`src/core/seq_step_pkg.sv`:
```
package seq_step_pkg;
    // function type codes
    localparam logic [4:0] FN_TIMER   = 5'h0E;
    localparam logic [4:0] FN_CLAMP   = 5'h0F;
    localparam logic [4:0] FN_AND     = 5'h10;
    localparam logic [4:0] FN_OR      = 5'h11;
    localparam logic [4:0] FN_XOR     = 5'h12;
    localparam logic [4:0] FN_ANDOR   = 5'h13;
    localparam logic [4:0] FN_SELECT  = 5'h14;
    localparam logic [4:0] FN_BPROBE  = 5'h15;
    localparam logic [4:0] FN_BONE    = 5'h16;
    localparam logic [4:0] FN_BZERO   = 5'h17;
    localparam logic [4:0] FN_SMOOTH  = 5'h18;
    localparam logic [4:0] FN_GAIN    = 5'h19;
    localparam logic [4:0] FN_REGOUT  = 5'h1A;
    localparam logic [4:0] FN_UPCNT   = 5'h1B;
    localparam logic [4:0] FN_DNCNT   = 5'h1C;
    // values and limits
    localparam logic [15:0] WORD_ZERO = 16'h0000;
    localparam logic [15:0] WORD_ONE  = 16'h0001;
    localparam logic [15:0] WORD_TWO  = 16'h0002;
    localparam logic [15:0] WORD_MAXP = 16'h7FFF;
    localparam logic [15:0] WORD_NEG1 = 16'hFFFF;
    localparam logic [15:0] BIT_MAX   = 16'h0010;
    localparam logic [15:0] PGAIN_DIV = 16'h0064;
    localparam int          RESET_OUT = 0;
endpackage

```
`src/core/seq_step_unit.sv`:
```
`timescale 1ns/1ns
// Function
// - timer compare mode outputs value above max
// - zero word C treated as zero
// - timer overflow restarts count at zero
// - B one stops timer, output zero
// - C one outputs current timer value
// - clamp A between C and B
// - and of A B C, C ignored when zero
// - or of A B C
// - xor of A B C
// - A and B, or C
// - select B when A nonzero, else C
// - probe bit B of A
// - bit index saturates 16, zero gives zero
// - force bit B of A one/zero
// - first order smoothing, constant B loops
// - smoothing runs only when C zero
// - P gain A/100, I gain 1/B loops
// - C selects constant, unipolar, bipolar limit
// - invalid settings output minus one
// - regulator: error, limit, constant 0..32767
// - up counter held zero while B one
// - up edges per C mode, range 0..32767
// - down counter from C, falls on rise
module sequence_function_block_unit (
    // clock and reset
    input  wire logic        clk,
    input  wire logic        srst,
    // step request
    input  wire logic        tick,
    input  wire logic [4:0]  func,
    input  wire logic [15:0] par_a,
    input  wire logic [15:0] par_b,
    input  wire logic [15:0] par_c,
    // step result
    output logic [15:0]      result,
    output logic             result_valid
);
    // whole state of the step unit
    typedef struct packed {
        logic [15:0] result;     // last evaluated output
        logic        valid;      // one tick pulse
        logic [15:0] timer;      // timer accumulator
        logic [31:0] smooth;     // filter state, 16.16
        logic [31:0] integ;      // integral state, 16.16
        logic [15:0] gain_p;     // latched p gain word
        logic [15:0] gain_i;     // latched i divisor
        logic [1:0]  gain_mode;  // latched output mode
        logic        gain_ok;    // gain settings valid
        logic [15:0] upcnt;      // up counter
        logic [15:0] dncnt;      // down counter
        logic        prev_a;     // A bit 0 one tick ago
    } state_t;

    state_t st;       // registered state
    state_t next_st;  // next state

    // edge detect on A bit 0 sampled at last tick
    logic a_now;
    logic rise;
    logic fall;
    assign a_now = par_a[0];
    assign rise  = a_now & ~st.prev_a;
    assign fall  = ~a_now & st.prev_a;

    // bit index saturation, shared by the three bit functions
    logic [15:0] bidx;
    logic [15:0] bmask;
    assign bidx  = ($signed(par_b) > $signed(seq_step_pkg::BIT_MAX)) ? seq_step_pkg::BIT_MAX : par_b;
    assign bmask = (bidx == seq_step_pkg::WORD_ZERO) ? 16'h0000 : (16'h0001 << (bidx[4:0] - 5'h01));

    // signed scratch for filter and regulator
    logic signed [31:0] a_fix;
    logic signed [31:0] diff;
    logic signed [31:0] pterm;
    logic signed [31:0] sum;
    logic signed [31:0] lim;
    logic signed [31:0] lo;

    // evaluation of one step
    always_comb begin
        next_st       = st;
        next_st.valid = 1'b0;
        a_fix = {par_a, 16'h0000};
        diff  = 32'sh0;
        pterm = 32'sh0;
        sum   = 32'sh0;
        lim   = 32'sh0;
        lo    = 32'sh0;
        if (tick) begin
            next_st.valid  = 1'b1;
            next_st.prev_a = a_now;
            case (func)
                seq_step_pkg::FN_TIMER: begin
                    if (par_b == seq_step_pkg::WORD_ONE) begin
                        // stopped: output zero, count held
                        next_st.result = seq_step_pkg::WORD_ZERO;
                    end else begin
                        // wrap to zero past the maximum
                        if ($signed(st.timer) > $signed(par_a)) begin
                            next_st.timer = seq_step_pkg::WORD_ZERO;
                        end else begin
                            next_st.timer = st.timer + 16'h0001;
                        end
                        if (par_c == seq_step_pkg::WORD_ONE) begin
                            next_st.result = st.timer;
                        end else begin
                            // C of 0x0000 lands here as compare mode
                            next_st.result = ($signed(st.timer) > $signed(par_a)) ? 16'h0001
                                                                                  : 16'h0000;
                        end
                    end
                end
                seq_step_pkg::FN_CLAMP: begin
                    // bound order is up to whoever configures it
                    if ($signed(par_a) > $signed(par_b)) begin
                        next_st.result = par_b;
                    end else if ($signed(par_a) < $signed(par_c)) begin
                        next_st.result = par_c;
                    end else begin
                        next_st.result = par_a;
                    end
                end
                seq_step_pkg::FN_AND: begin
                    next_st.result = (par_c == seq_step_pkg::WORD_ZERO) ? (par_a & par_b)
                                                                         : (par_a & par_b & par_c);
                end
                seq_step_pkg::FN_OR: begin
                    next_st.result = par_a | par_b | par_c;
                end
                seq_step_pkg::FN_XOR: begin
                    next_st.result = par_a ^ par_b ^ par_c;
                end
                seq_step_pkg::FN_ANDOR: begin
                    next_st.result = (par_a & par_b) | par_c;
                end
                seq_step_pkg::FN_SELECT: begin
                    // any nonzero selector picks B
                    next_st.result = (par_a != seq_step_pkg::WORD_ZERO) ? par_b : par_c;
                end
                seq_step_pkg::FN_BPROBE: begin
                    next_st.result = ((par_a & bmask) != 16'h0000) ? 16'h0001 : 16'h0000;
                end
                seq_step_pkg::FN_BONE: begin
                    next_st.result = (bmask == 16'h0000) ? 16'h0000 : (par_a | bmask);
                end
                seq_step_pkg::FN_BZERO: begin
                    next_st.result = (bmask == 16'h0000) ? 16'h0000 : (par_a & ~bmask);
                end
                seq_step_pkg::FN_SMOOTH: begin
                    if (par_c == seq_step_pkg::WORD_ZERO) begin
                        // y += (a - y) / B; B of one or below passes A straight
                        diff = a_fix - $signed(st.smooth);
                        if ($signed(par_b) > 16'sh0001) begin
                            next_st.smooth = st.smooth + 32'(diff / $signed({16'h0000, par_b}));
                        end else begin
                            next_st.smooth = a_fix;
                        end
                    end
                    next_st.result = next_st.smooth[31:16];
                end
                seq_step_pkg::FN_GAIN: begin
                    // latch gains for the regulator step that follows
                    next_st.gain_p    = par_a;
                    next_st.gain_i    = par_b;
                    next_st.gain_mode = par_c[1:0];
                    next_st.gain_ok   = ($signed(par_a) >= 0) && ($signed(par_b) > 0)
                                        && ($unsigned(par_c) <= seq_step_pkg::WORD_TWO);
                    next_st.result    = next_st.gain_ok ? seq_step_pkg::WORD_ZERO
                                                        : seq_step_pkg::WORD_NEG1;
                end
                seq_step_pkg::FN_REGOUT: begin
                    // relies on the gain step right before it
                    if (!st.gain_ok || $signed(par_c) < 0 || $signed(par_b) < 0) begin
                        next_st.result = seq_step_pkg::WORD_NEG1;
                    end else if (st.gain_mode == 2'd0) begin
                        next_st.result = par_c;
                    end else begin
                        pterm = ($signed(a_fix) / $signed({16'h0000, seq_step_pkg::PGAIN_DIV}))
                                * $signed({16'h0000, st.gain_p});
                        next_st.integ = st.integ + 32'(a_fix / $signed({16'h0000, st.gain_i}));
                        lim = $signed({par_b, 16'h0000});
                        lo  = (st.gain_mode == 2'd1) ? 32'sh0 : -lim;
                        // anti windup: integral held inside limits
                        if ($signed(next_st.integ) > lim) next_st.integ = lim;
                        if ($signed(next_st.integ) < lo)  next_st.integ = lo;
                        sum = pterm + $signed(next_st.integ);
                        if (sum > lim) sum = lim;
                        if (sum < lo)  sum = lo;
                        next_st.result = sum[31:16];
                    end
                end
                seq_step_pkg::FN_UPCNT: begin
                    if (par_b == seq_step_pkg::WORD_ONE) begin
                        next_st.upcnt = seq_step_pkg::WORD_ZERO;
                    end else if (((par_c == seq_step_pkg::WORD_ZERO) && rise) ||
                                 ((par_c == seq_step_pkg::WORD_ONE) && fall) ||
                                 ((par_c == seq_step_pkg::WORD_TWO) && (rise || fall))) begin
                        // saturate at top of range
                        if (st.upcnt < seq_step_pkg::WORD_MAXP) begin
                            next_st.upcnt = st.upcnt + 16'h0001;
                        end
                    end
                    next_st.result = next_st.upcnt;
                end
                seq_step_pkg::FN_DNCNT: begin
                    if (par_b == seq_step_pkg::WORD_ONE) begin
                        next_st.dncnt = par_c;
                    end else if (rise && (st.dncnt != 16'h0000)) begin
                        // stops at zero, no wrap
                        next_st.dncnt = st.dncnt - 16'h0001;
                    end
                    next_st.result = next_st.dncnt;
                end
                default: begin
                    next_st.result = seq_step_pkg::WORD_ZERO;
                end
            endcase
        end
    end

    // state register
    always_ff @(posedge clk) begin
        if (srst) begin
            st <= '0;
        end else begin
            st <= next_st;
        end
    end

    assign result       = st.result;
    assign result_valid = st.valid;
endmodule

```
`config.mk`:
```
export PLATFORM = sky130hd
export DESIGN_NAME = sequence_function_block_unit
export DESIGN_NICKNAME = d
export VERILOG_FILES = /design/src/core/seq_step_pkg.sv /design/src/core/seq_step_unit.sv
export SDC_FILE = /design/constraint.sdc
export NUM_CORES = 2
export LEC_CHECK = 0
export BUFFER_PORTS_ARGS = -buffer_cell sky130_fd_sc_hd__buf_4
export CORE_MARGIN = 5
export CORE_UTILIZATION = 50
export CTS_CLUSTER_DIAMETER = 100
export DETAILED_ROUTE_END_ITERATION = 10
export PLACE_DENSITY = 0.79
export SLEW_MARGIN = 20
export SYNTH_ARGS = -nofsm -noshare
export SYNTH_HDL_FRONTEND = slang
export SYNTH_SLANG_ARGS = --single-unit
```
`constraint.sdc`:
```
create_clock -name clk -period 146.1 [get_ports clk]
set_clock_uncertainty 0.2 [all_clocks]
set_input_delay 21.915 -clock clk [delete_from_list [all_inputs] [get_ports clk]]
set_output_delay 21.915 -clock clk [all_outputs]
set_load 0.01 [all_outputs]
```
==> flow_summary.yaml <==
drt:
  drt_iter0_markers: 9237
  routedWlPerCell_um: 21.9
  first_pass_iters: 6
  wl_um: 305000
  post_drt_via_cell_ratio: 6.59
  ant_nets: 0
  drc_errors: 0
  vias: 91500
timing:
  tightestPinTransition_ns: 1.29
  period_share: 0.959
  drv_slew: 0
  fin_ws_ns: 5.97
  fin_crit_ns: 140.13
  fmax_mhz: 7.14
  hold_viol_final: 0
  setup_viol: 0
  slew_headroom: 0.116
floorplanning:
  die-area_sq_um: 175000
  die_w_um: 418
  dieHeight_um: 418
  start_util: 0.503
  core_sq_um: 165000
  rows: 149
  pin_count: 73
critical_path:
  rr_worst_depth: 657
  crit_family: "compound AO/OA/AOI/OAI gates"
  cp-start-kind: "input pin"
  cp_common_cell: "o21a_1"
  startpoint: "par_a[11]"
  crit_end: "result[4]"
  cp.depth: 659
  cp.arrival_ns: 140.30
  reg2reg_slack_ns: 26.58
  crit_fanout: 33
  endpoint_kind: "flip-flop"
  r2r_start: "st[51]"
  slowest_delay_ns: 0.60
  critPathBufInv: 30
  required_ns: 146.27
  reg2reg_to: "result[4]"
  crit_slowest_cell: "or4_4"
  crit_type: "in -> reg"
cells_and_area:
  n_fill_cell: 15700
  fin_nets: 13200
  register_area_sq_um: 3300
  syn_to_final_growth_pct: 8.40
  drive_gt1_frac: 0.128
  multi_input_area_sq_um: 76600
yosys:
  synth_top_family_by_area: "compound AO/OA/AOI/OAI gates"
  yosysUniqueCellTypes: 175
  ys_seq_elements: 165
  ys_top_cells_by_count: "nand2_1, ha_1, nor2_1"
  synth_fp_nets: 13100
  synthCells: 11600
  synthesis.area_per_instance_sq_um: 7.16
  synthFlopType: "dfxtp_1"
  synth-simple-area-share: 0.258
  synth_top_area_frac: 0.167
  synth-edff-count: 0
  synthAdderAreaFrac: 0.248
  synth_compound_area_frac: 0.291
  yosysMostFrequentCell: "nand2_1"
  netlist_area_sq_um: 83100
  synth_top_area_cell: "ha_1"
  synthMuxAreaShare: 0.0390
  synth_xor_area_frac: 0.0632
  yosysWarnings: 0
  async_flop_share: 0
  seq_area_frac_synth: 0.0397
  synthTopCellsByArea: "ha_1, fa_1, nand2_1"
placed_design:
  place_ws_ns: -2.74
  gp_congestion: 1.07
  portBuffers: 72
  dp_hpwl_um: 236000
worst_hold_path:
  hold_depth: 2
  min_path_type: "reg -> reg"
cts:
  cts_tree: "built"
  cts-root-buf: "clkbuf_16"
  clockBufferDepth: 2
  cts_buffers: 17
  clkLatencyLatePin_ns: 0.52
  h-tree-depth: 4
  hold_buffers: 0
  path_clk_slew_ns: 0.08
  clock-sinks: 165
global_routing:
  grt_pass1_vias: 86900
  grt_max_degree: 65
  grt_use_met1: 0.421
  grt_pass1_wl_um: 471000
  track_usage: 0.328
  met3_usage: 0.0582
  busiest_layer: "met2"
  antenna_found_initial: 3
  gr-total-overflow: 0
  grt_use_met2: 0.537
run_status:
  status: "finished, final reports clean"
job:
  cap_viol_max_count: 0
## kinds of logic (layout without fill, tap and decap cells)
logic type / after synthesis / after routing
other: 0 / 4
AOI/OAI and AO/OA: 3508 / 3509
buffers and inverters: 1192 / 1287
xor gates and xnor gates: 589 / 589
adders and majority gates: 1449 / 1449
and+or+nand+nor: 4412 / 4412
DFF: 165 / 165
muxes: 293 / 293
## flip-flops by register name, indices dropped and copies added (netlist names)
register and cells:
result_valid 1, result 16, st 148
## repair_timing
action,CTS,global route
pin swaps,4,128
buffers inserted,8,131
resized for setup,25,409
endpoints found under the setup margin,29,48
cloned,1,3
endpoints found under the hold margin,0,0
## worst min-delay path by stage
stage,slack [ns],end,start
floorplan,0.24,st[32],st[32]
global placement,0.24,st[58],st[58]
detailed placement,0.25,st[58],st[58]
CTS,0.26,st[58],st[58]
global route,0.28,st[55],st[55]
finish,0.26,st[58],st[58]
## area by class of cell
type | instances | area share
tap | 2189 | 0.0304
sequential | 165 | 0.0367
clock inverter | 15 | 0.00240
clock buffer | 17 | 0.00472
inverter | 718 | 0.0304
antenna | 4 | 0.000111
multi-input combinational | 10300 | 0.850
timing repair buffer | 537 | 0.0457
## tightest hold or removal path: cells and delay by family (launching register included)
kind,cells,cell delay (ns)
and+or+nand+nor,1,0.05
DFF,1,0.31
AOI/OAI and AO/OA,1,0.05
## layout by cell type, fill, tap and decap left out, types with 90 or more instances in the layout
cell / n
or2_2: 97
nor2b_1: 109
ha_1: 1107
nand3_1: 181
a21oi_2: 115
a21o_1: 207
fa_1: 337
nand2_1: 1316
and2_1: 227
nand4_1: 106
a211oi_1: 90
xor2_1: 154
buf_4: 516
xnor2_1: 414
a31oi_1: 97
o31ai_1: 312
o21a_1: 593
o21ai_0: 498
or3_1: 95
inv_1: 682
mux2_2: 179
nand2b_1: 147
nor3_1: 643
dfxtp_1: 164
o21bai_1: 91
nor2_1: 970
a21oi_1: 627
## metrics by stage
stage          setup TNS [ns]  hold WS (ns)  area, sq um   util  std cells
2_1_floorplan               0         0.236        83200      -      11600
3_5_place_dp           -37.84         0.249        86800  0.525      13700
6_report                    0         0.261        90100  0.546      13900
5_1_grt                -11.84         0.279        90100  0.546      13900
3_3_place_gp                0         0.243        86800  0.525      13700
4_1_cts                     0         0.260        87600  0.531      13800
## layer usage
| layer | routed length [um] | share of wire |
|---|---|---|
| met5 | 16 | 0.000052 |
| met4 | 16700 | 0.055 |
| met3 | 29000 | 0.095 |
| met2 | 136000 | 0.44 |
| met1 | 124000 | 0.41 |
Power is left out: the tool's default activity adds up to more than one toggle a clock period on the data nets, which glitch-free logic cannot reach.
